===== src/common/adc_ctrl_pkg.sv =====
// adc_ctrl_pkg: register indices, field positions, reset values, types
// assumes APB word access: byte address = 4 * register index
package adc_ctrl_pkg;
    // register indices (byte address is four times the index)
    localparam logic [15:0] IDX_SC1 = 16'h0010;
    localparam logic [15:0] IDX_SC2 = 16'h0011;
    localparam logic [15:0] IDX_SC3 = 16'h0012;
    localparam logic [15:0] IDX_SC4 = 16'h0013;
    localparam logic [15:0] IDX_RH = 16'h0014;
    localparam logic [15:0] IDX_RL = 16'h0015;
    localparam logic [15:0] IDX_CVH = 16'h0016;
    localparam logic [15:0] IDX_CVL = 16'h0017;
    localparam logic [15:0] IDX_PIN1 = 16'h30ac;
    localparam logic [15:0] IDX_PIN2 = 16'h30ad;
    localparam logic [15:0] IDX_IRQ_STAT = 16'h0040;
    localparam logic [15:0] IDX_IRQ_MASK = 16'h0041;
    // reset values
    localparam logic [7:0] SC1_RST = 8'h1f;
    localparam logic [7:0] SC2_RST = 8'h08;
    localparam logic [7:0] ZERO_RST = 8'h00;
    // first control register fields
    localparam int SC1_DONE_BIT = 7;
    localparam int SC1_IEN_BIT = 6;
    localparam int SC1_CONT_BIT = 5;
    localparam logic [4:0] CH_STOP = 5'h1f;
    // second control register fields
    localparam int SC2_ACT_BIT = 7;
    localparam int SC2_TRG_BIT = 6;
    localparam int SC2_CFE_BIT = 5;
    localparam int SC2_CGT_BIT = 4;
    localparam int SC2_EMPTY_BIT = 3;
    localparam int SC2_FULL_BIT = 2;
    // sticky event bits
    localparam int EV_DONE = 0;
    localparam int EV_ABORT = 1;
    // request to the converter core
    typedef struct packed {
        logic start;
        logic abort;
        logic [4:0] channel;
    } conv_req_t;
    // answer from the converter core
    typedef struct packed {
        logic done;
        logic [11:0] result;
    } conv_rsp_t;
    // conversion sequencer states
    typedef enum logic [1:0] {
        ST_IDLE = 2'b01,
        ST_BUSY = 2'b10
    } conv_state_t;
endpackage : adc_ctrl_pkg


===== src/hw/sar_converter_control.sv =====
// sar_converter_control: APB register file and conversion sequencer
// assumes a converter core that answers start with a one-cycle done
//
// Operation
// - sc1 write aborts, restarts unless channel all ones
// - fifo mode: each write queues channel in order until the queue holds depth entries
// - fifo mode: start only when queue reaches depth
// - all-ones channel flushes queue, halts conversion
// - compare off, no fifo: done flag on every completion
// - compare on: done flag only on true compare
// - fifo mode: done flag after whole set
// - sc1 write or low result read clears done
// - done flag with enable raises interrupt
// - selected channel is routed to converter
// - five-bit channel select, one channel per code
// - continuous mode repeats conversions or sets
// - active flag spans conversion, cleared on end/abort
// - hardware trigger mode starts on trigger edge
//
// Chosen here: the APB slave port.
`timescale 1ns/10ps
module sar_converter_control
    import adc_ctrl_pkg::*;
#(
    parameter int QDEPTH = 8
) (
    // clock and reset
    input wire logic clk,
    input wire logic rst_n,
    // apb slave
    input wire logic psel,
    input wire logic penable,
    input wire logic pwrite,
    input wire logic [17:0] paddr,
    input wire logic [31:0] pwdata,
    output logic [31:0] prdata,
    output logic pready,
    output logic pslverr,
    // converter core
    output conv_req_t conv_req,
    input wire conv_rsp_t conv_rsp,
    input wire logic hw_trigger_input,
    // interrupt
    output logic irq
);
    // registers
    logic [7:0] sc1_reg; // bit7 is done flag
    logic [2:0] sc2_reg; // trigger, compare enable, compare greater
    logic [7:0] sc3_reg;
    logic [7:0] sc4_reg;
    logic [7:0] cvh_reg;
    logic [7:0] cvl_reg;
    logic [7:0] pin1_reg;
    logic [7:0] pin2_reg;
    logic [11:0] result_reg;
    logic [1:0] ev_stat_reg;
    logic [1:0] ev_mask_reg;
    // sequencer state
    conv_state_t state_reg;
    logic [4:0] ch_q [QDEPTH]; // channel queue
    logic [3:0] q_cnt_reg;
    logic [2:0] set_pos_reg;
    logic armed_reg; // start pending
    logic cont_run_reg; // continuous run in progress
    logic set_hit_reg; // a compare was true in this set
    logic hw_prev_reg;
    logic [7:0] rd_mux;

    // address index of a word access
    function automatic logic [15:0] idx_of(input logic [17:0] a);
        idx_of = a[17:2];
    endfunction : idx_of

    // compare of a result against the programmed value
    function automatic logic cmp_true(input logic [11:0] r, input logic [11:0] cv, input logic gt);
        cmp_true = gt ? (r >= cv) : (r < cv);
    endfunction : cmp_true

    // bus strobes
    logic acc, wr_sc1, rd_rl, rd_stat;
    assign acc = psel & penable & pready;
    assign wr_sc1 = acc & pwrite & (idx_of(paddr) == IDX_SC1);
    assign rd_rl = acc & ~pwrite & (idx_of(paddr) == IDX_RL);
    assign rd_stat = acc & ~pwrite & (idx_of(paddr) == IDX_IRQ_STAT);

    // mode decode
    logic [2:0] depth;
    logic fifo_on, hw_mode, cont, ch_stop_wr, hw_edge;
    assign depth = sc4_reg[2:0];
    assign fifo_on = depth != 3'h0;
    assign hw_mode = sc2_reg[2];
    assign cont = sc1_reg[SC1_CONT_BIT];
    assign ch_stop_wr = pwdata[4:0] == CH_STOP;
    assign hw_edge = hw_trigger_input & ~hw_prev_reg;

    // start and completion events
    logic trig_ok, start_now, done_now, set_last, hit, done_set;
    assign trig_ok = ~hw_mode | hw_edge | cont_run_reg | (set_pos_reg != 3'h0);
    assign start_now = armed_reg & trig_ok & (state_reg == ST_IDLE) & ~wr_sc1;
    assign done_now = (state_reg == ST_BUSY) & conv_rsp.done & ~wr_sc1;
    assign set_last = ~fifo_on | (set_pos_reg == depth - 3'h1);
    assign hit = cmp_true(conv_rsp.result, {cvh_reg[3:0], cvl_reg}, sc2_reg[0]);
    // compare gates the flag; a set counts if any member compared true
    assign done_set = done_now & set_last & (~sc2_reg[1] | hit | set_hit_reg);

    // apb answer: one wait state, pready a flop
    always_ff @(posedge clk) begin
        if (!rst_n) begin
            pready <= 1'b0;
        end else begin
            pready <= psel & penable & ~pready;
        end
    end

    // read data and error flag taken with pready
    always_ff @(posedge clk) begin
        if (!rst_n) begin
            prdata <= 32'h0000_0000;
            pslverr <= 1'b0;
        end else if (psel & penable & ~pready) begin
            prdata <= {24'h00_0000, rd_mux};
            // only a misaligned word access is refused; unmapped reads answer zero
            pslverr <= paddr[1:0] != 2'h0;
        end else begin
            pslverr <= 1'b0;
        end
    end

    // read multiplexer; unmapped reads as zero
    logic map_hit;
    always_comb begin
        map_hit = 1'b1;
        unique case (idx_of(paddr))
            IDX_SC1: rd_mux = sc1_reg;
            IDX_SC2: rd_mux = {state_reg == ST_BUSY, sc2_reg, q_cnt_reg == 4'h0,
                               q_cnt_reg >= {1'b0, depth} && fifo_on, 2'h0};
            IDX_SC3: rd_mux = sc3_reg;
            IDX_SC4: rd_mux = sc4_reg;
            IDX_RH: rd_mux = {4'h0, result_reg[11:8]};
            IDX_RL: rd_mux = result_reg[7:0];
            IDX_CVH: rd_mux = cvh_reg;
            IDX_CVL: rd_mux = cvl_reg;
            IDX_PIN1: rd_mux = pin1_reg;
            IDX_PIN2: rd_mux = pin2_reg;
            IDX_IRQ_STAT: rd_mux = {6'h00, ev_stat_reg};
            IDX_IRQ_MASK: rd_mux = {6'h00, ev_mask_reg};
            default: begin
                rd_mux = 8'h00;
                map_hit = 1'b0;
            end
        endcase
    end

    // plain control registers written by software
    always_ff @(posedge clk) begin
        if (!rst_n) begin
            sc2_reg <= SC2_RST[6:4];
            sc3_reg <= ZERO_RST;
            sc4_reg <= ZERO_RST;
            cvh_reg <= ZERO_RST;
            cvl_reg <= ZERO_RST;
            pin1_reg <= ZERO_RST;
            pin2_reg <= ZERO_RST;
            ev_mask_reg <= 2'h0;
        end else if (acc & pwrite & (paddr[1:0] == 2'h0)) begin
            unique case (idx_of(paddr))
                IDX_SC2: sc2_reg <= pwdata[6:4];
                IDX_SC3: sc3_reg <= pwdata[7:0];
                IDX_SC4: sc4_reg <= pwdata[7:0];
                IDX_CVH: cvh_reg <= pwdata[7:0];
                IDX_CVL: cvl_reg <= pwdata[7:0];
                IDX_PIN1: pin1_reg <= pwdata[7:0];
                IDX_PIN2: pin2_reg <= pwdata[7:0];
                IDX_IRQ_MASK: ev_mask_reg <= pwdata[1:0];
                default: ;
            endcase
        end
    end

    // first control register and done flag; set wins over clear
    always_ff @(posedge clk) begin
        if (!rst_n) begin
            sc1_reg <= SC1_RST;
        end else begin
            if (wr_sc1) begin
                sc1_reg[6:0] <= pwdata[6:0];
            end
            if (done_set) begin
                sc1_reg[SC1_DONE_BIT] <= 1'b1;
            end else if (wr_sc1 | rd_rl) begin
                sc1_reg[SC1_DONE_BIT] <= 1'b0;
            end
        end
    end

    // channel queue: push on write, flush on stop code
    always_ff @(posedge clk) begin
        if (!rst_n) begin
            q_cnt_reg <= 4'h0;
        end else if (wr_sc1 & ch_stop_wr) begin
            q_cnt_reg <= 4'h0;
        end else if (wr_sc1 & fifo_on & (q_cnt_reg < {1'b0, depth})) begin
            ch_q[q_cnt_reg[2:0]] <= pwdata[4:0];
            q_cnt_reg <= q_cnt_reg + 4'h1;
        end else if (done_now & set_last & fifo_on & ~cont) begin
            q_cnt_reg <= 4'h0; // single set used up
        end
    end

    // start pending: plain write arms, fifo arms when full
    always_ff @(posedge clk) begin
        if (!rst_n) begin
            armed_reg <= 1'b0;
        end else if (wr_sc1) begin
            if (ch_stop_wr) begin
                armed_reg <= 1'b0;
            end else if (!fifo_on) begin
                armed_reg <= 1'b1;
            end else begin
                armed_reg <= (q_cnt_reg + 4'h1 == {1'b0, depth});
            end
        end else if (start_now) begin
            armed_reg <= 1'b0;
        end else if (done_now) begin
            armed_reg <= ~set_last | cont;
        end
    end

    // continuous run, set position, set compare memory
    always_ff @(posedge clk) begin
        if (!rst_n) begin
            cont_run_reg <= 1'b0;
            set_pos_reg <= 3'h0;
            set_hit_reg <= 1'b0;
        end else if (wr_sc1) begin
            cont_run_reg <= 1'b0;
            set_pos_reg <= 3'h0;
            set_hit_reg <= 1'b0;
        end else begin
            if (start_now & cont) begin
                cont_run_reg <= 1'b1;
            end
            if (done_now) begin
                set_pos_reg <= set_last ? 3'h0 : set_pos_reg + 3'h1;
                set_hit_reg <= set_last ? 1'b0 : (set_hit_reg | hit);
            end
        end
    end

    // sequencer: idle until armed and triggered, busy until done or an sc1 write
    always_ff @(posedge clk) begin
        if (!rst_n) begin
            state_reg <= ST_IDLE;
        end else begin
            unique case (state_reg)
                ST_IDLE: if (start_now) state_reg <= ST_BUSY;
                ST_BUSY: if (wr_sc1 | conv_rsp.done) state_reg <= ST_IDLE;
            endcase
        end
    end

    // core request: start and abort pulses, channel routing
    always_ff @(posedge clk) begin
        if (!rst_n) begin
            conv_req <= '{start: 1'b0, abort: 1'b0, channel: CH_STOP};
        end else begin
            conv_req.start <= start_now;
            conv_req.abort <= wr_sc1 & (state_reg == ST_BUSY);
            if (start_now) begin
                conv_req.channel <= fifo_on ? ch_q[set_pos_reg] : sc1_reg[4:0];
            end
        end
    end

    // result capture, right-justified
    always_ff @(posedge clk) begin
        if (!rst_n) begin
            result_reg <= 12'h000;
            hw_prev_reg <= 1'b0;
        end else begin
            hw_prev_reg <= hw_trigger_input;
            if (done_now) begin
                result_reg <= conv_rsp.result;
            end
        end
    end

    // sticky events, cleared by reading; set wins
    always_ff @(posedge clk) begin
        if (!rst_n) begin
            ev_stat_reg <= 2'h0;
        end else begin
            ev_stat_reg[EV_DONE] <= done_set | (ev_stat_reg[EV_DONE] & ~rd_stat);
            ev_stat_reg[EV_ABORT] <= (wr_sc1 & (state_reg == ST_BUSY)) |
                                     (ev_stat_reg[EV_ABORT] & ~rd_stat);
        end
    end

    // interrupt level
    always_ff @(posedge clk) begin
        if (!rst_n) begin
            irq <= 1'b0;
        end else begin
            irq <= (sc1_reg[SC1_DONE_BIT] & sc1_reg[SC1_IEN_BIT]) | (|(ev_stat_reg & ev_mask_reg));
        end
    end

    // map_hit has no load: unmapped reads answer zero without an error
    logic unused_hit;
    assign unused_hit = map_hit;
endmodule : sar_converter_control


===== config.mk =====
export PLATFORM = sky130hd
export DESIGN_NAME = sar_converter_control
export DESIGN_NICKNAME = d
export VERILOG_FILES = /design/src/common/adc_ctrl_pkg.sv /design/src/hw/sar_converter_control.sv
export SDC_FILE = /design/constraint.sdc
export NUM_CORES = 1
export LEC_CHECK = 0
export ABC_AREA = 1
export BUFFER_PORTS_ARGS = -buffer_cell sky130_fd_sc_hd__buf_2
export CAP_MARGIN = 20
export CORE_UTILIZATION = 50
export CTS_BUF_LIST = sky130_fd_sc_hd__clkbuf_2 sky130_fd_sc_hd__clkbuf_4 sky130_fd_sc_hd__clkbuf_8
export DETAILED_ROUTE_END_ITERATION = 6
export GPL_TIMING_DRIVEN = 0
export PLACE_DENSITY = 0.7
export SLEW_MARGIN = 40
export SYNTH_ARGS = -nofsm -noshare
export SYNTH_HDL_FRONTEND = slang
export SYNTH_SLANG_ARGS = --single-unit

===== constraint.sdc =====
create_clock -name clk -period 2.9 [get_ports clk]
set_input_delay 0.58 -clock clk [delete_from_list [all_inputs] [get_ports clk]]
set_output_delay 0.58 -clock clk [all_outputs]
set_load 0.1 [all_outputs]

==> results.md <==
* Run status: finished, final reports clean
* Transition at the pin with the smallest max-transition slack at 0.817 ns
* Number of flip-flops under the largest register name at 40
* Clock tree from TritonCTS: built
* Overall power after layout at approximately 4.5 mW
* Post-cts sizing count at 0
* Count of TritonRoute iterations in the first routing pass at 5
* Capture endpoint of the worst hold path: hw_prev_reg
* Reg2Reg Setup Slack at 0.24 ns
* Leading register cell type out of synthesis: sky130_fd_sc_hd__dfxtp_1
* Achievable Freq at 376 MHz
* CP dominant cell by count: sky130_fd_sc_hd__nand2_1
* Placed Instances at 1,213
* GRT Total Usage at 26.9%
* Share of cells above drive strength 1 at between 10% and 20%
* Minimum clock period at 2.66 ns
* Crit path buffers/inverters at 2
* Post-synthesis sequential area ratio at a little under half
* Pin count of the biggest net entering global routing at 17
* Total of buffers placed on input and output ports at between 60 and 70
* Initial drt markers at 483
* Post-CTS setup-driven buffer insertion count at 0
* Post-layout net count at 1,138
* Post-synthesis instance total at 945
* Number of vias after detailed routing at roughly 6,500
* Chip Width at 124 um
* Logic depth of the worst register-to-register path at 9
* Setup_tns at 0 ns
* Area added between synthesis and finish at 14.3%
* Setup violation total in the final timing report at 0
* Crit path max-delay cell type: sky130_fd_sc_hd__nor3_1
* Skew-Pair Late Insertion Delay at 0.46 ns
* Max FO, Critical Path at 5
* Initial antenna violation count at 0
* Final max-slew violation count at 0
* Number of inserted diodes at 0
* Top-Level Pins at 111
* Max-cap violation count at 0
* List of cells traversed by the critical path: inv_1 > ha_1 > nand2_1 > nand2_1 > inv_1 > nand2_1 > nor3_4 > nand3_1 > nor3_1
* Quantity of hold-fixing buffers added after cts at 0
* Kind of capture point of the worst setup path: flop
* CP startpoint kind: flop
* Wire length reported by the detailed router at 19,500 um
* Post-layout instance count excluding filler cells at 1,245
* Fin Clk Skew at 0.0113 ns
* Remaining global-route overflow at 0
* Synth unique cells at 42
* CP peak stage delay at 0.63 ns
* Average routed wire per standard cell at 15.7 um
* Vias in the first global route at 5,877
* Hold Path Origin: hw_trigger_input
* Die Area at 15,300 um^2
* Period utilisation layout at about 92%
* Cell class contributing the biggest share of worst-path delay: simple AND/OR/NAND/NOR gates
* Routability congestion estimate at approximately 0.94
* Buffers from clock root to sink, at most at 2
* Number of placement rows at 44
* DRC violations left at 0
* Unrepaired setup endpoints after global routing: false
* Y dimension of the die at 124 um
* Clock edge transition at the registers on the reported setup and hold paths at 0.09 ns
* Data arrival, critical path at about 2.8 ns
* IR drop worst, VDD at about 560 uV
* Critical Path RT at roughly 3.0 ns
* Worst slew margin at 45.1%
* Post-synth design cell area at 7390 um^2
* Final hold viol count at 0
* Half-perimeter wire length after placement at 14,400 um
* Number of nets still failing antenna checks after routing at 0
* Post-route core utilization at roughly 58%
* Critical register-to-register path startpoint: sc4_reg[2]
* Core ar. at 14,500 um^2
* RR Endpoint: ch_q[0][4]
* Total of warnings raised by yosys at 0
* Leakage power figure at approximately 3.5 nW
* Critical path class: reg -> reg
* Number of cells traversed by the worst hold path at 3
* Total of flip-flops plus latches after synthesis at around 150
* Number of buffers inserted during clock tree synthesis at 17
* Clock sink count at 149
* Starting utilization of the core area at between 50% and 60%
* Post-synth EDFFs at 40
* Wire length of the first global-routing pass at 30,200 um
* Pwr dens at 528 nW/um^2
* CTS root buffer: sky130_fd_sc_hd__clkbuf_8
* Clock H-tree levels at 4
* Drt via density at 5.24
* Synthesized area per cell at 7.82 um^2
* Hold Path Class: in -> reg
* Async SR Flop Fraction at 0%
* Pre-CTS setup slack at -0.0335 ns
* Final worst-path setup slack at 0.240 ns
synth_stat cells (all sizes together) (18+ instances only):
cell type	n	share of area, %
nand3	95	6.7
nor2	139	8.2
buf	39	3.7
inv	98	5.0
clkbuf	18	0.91
edfxtp	40	16
dfxtp	109	30
ha	21	3.6
o21ai	121	8.2
nand2	134	7.1
a21oi	74	5.0
metal layers:
metal,part of all wire (%),global-route usage [%],wire [um]
met4,3.4,12.8,666
met3,4.8,4.66,933
met5,0,0,0
met1,43,32.9,8410
met2,49,45.6,9500
report_power, final:
part           switching, mW  total, mW  leakage (nW)  internal (mW)
clock network          0.804       1.70         0.217          0.895
registers             0.0227       2.19          1.24           2.17
logic                  0.446      0.565          2.03          0.119
total                   1.27       4.46          3.48           3.19
cell families (layout without fill, tap and decap cells):
family | Yosys count | after routing | synth area share [%]
other | 1 | 24 | 0.0508
AO/OA/AOI/OAI | 214 | 214 | 15.0
adder cells (fa/ha/maj) | 21 | 21 | 3.56
buffers and inverters | 157 | 250 | 9.65
AND/OR/NAND/NOR | 397 | 397 | 25.3
flip-flops | 149 | 149 | 45.8
XOR/XNOR | 6 | 6 | 0.711
stage by stage:
step                hold WS (ns)  instance area, um^2
floorplan                  0.424                 7470
finish                     0.309                 8440
CTS                        0.299                 8440
detailed placement         0.436                 8020
global placement           0.434                 8010
global route               0.330                 8440
how the worst max path moves through the flow:
| stage | from | cells after the start | end |
|---|---|---|---|
| final | sc4_reg[2] | 9 | ch_q[0][4] |
| after global routing | sc4_reg[2] | 9 | ch_q[0][4] |
| after CTS | sc4_reg[2] | 9 | ch_q[4][1] |
| after detailed placement | paddr[13] | 8 | ch_q[4][3] |
| after global placement | paddr[6] | 10 | ch_q[2][1] |
| after floorplan | pready | 6 | ch_q[2][0] |
placed cells by master, fill, tap and decap left out, drive strengths merged, types with 21 or more instances in the layout:
master / instances
ha: 21
inv: 98
edfxtp: 40
nand2: 134
clkbuf: 38
dfxtp: 109
a21oi: 74
nor2: 139
conb: 24
o21ai: 121
nand3: 95
buf: 100
worst reg2reg max path, cell delays in order (launching register included):
cell	delay [ns]
sky130_fd_sc_hd__dfxtp_1	0.42
sky130_fd_sc_hd__inv_1	0.12
sky130_fd_sc_hd__ha_1	0.34
sky130_fd_sc_hd__nand2_1	0.08
sky130_fd_sc_hd__nand2_1	0.05
sky130_fd_sc_hd__inv_1	0.10
sky130_fd_sc_hd__nand2_1	0.10
sky130_fd_sc_hd__nor3_4	0.26
sky130_fd_sc_hd__nand3_1	0.20
sky130_fd_sc_hd__nor3_1	0.64
layout make-up:
class,count,area [um^2]
Tap cell,184,230
Clock buffer,20,263
Timing Repair Buffer,61,305
Fill cell,1392,6040
Inverter,100,375
Multi-Input combinational cell,662,3390
Buffer,57,338
Sequential cell,149,3380
Clock inverter,12,158
(Power assumes the default switching activity.)
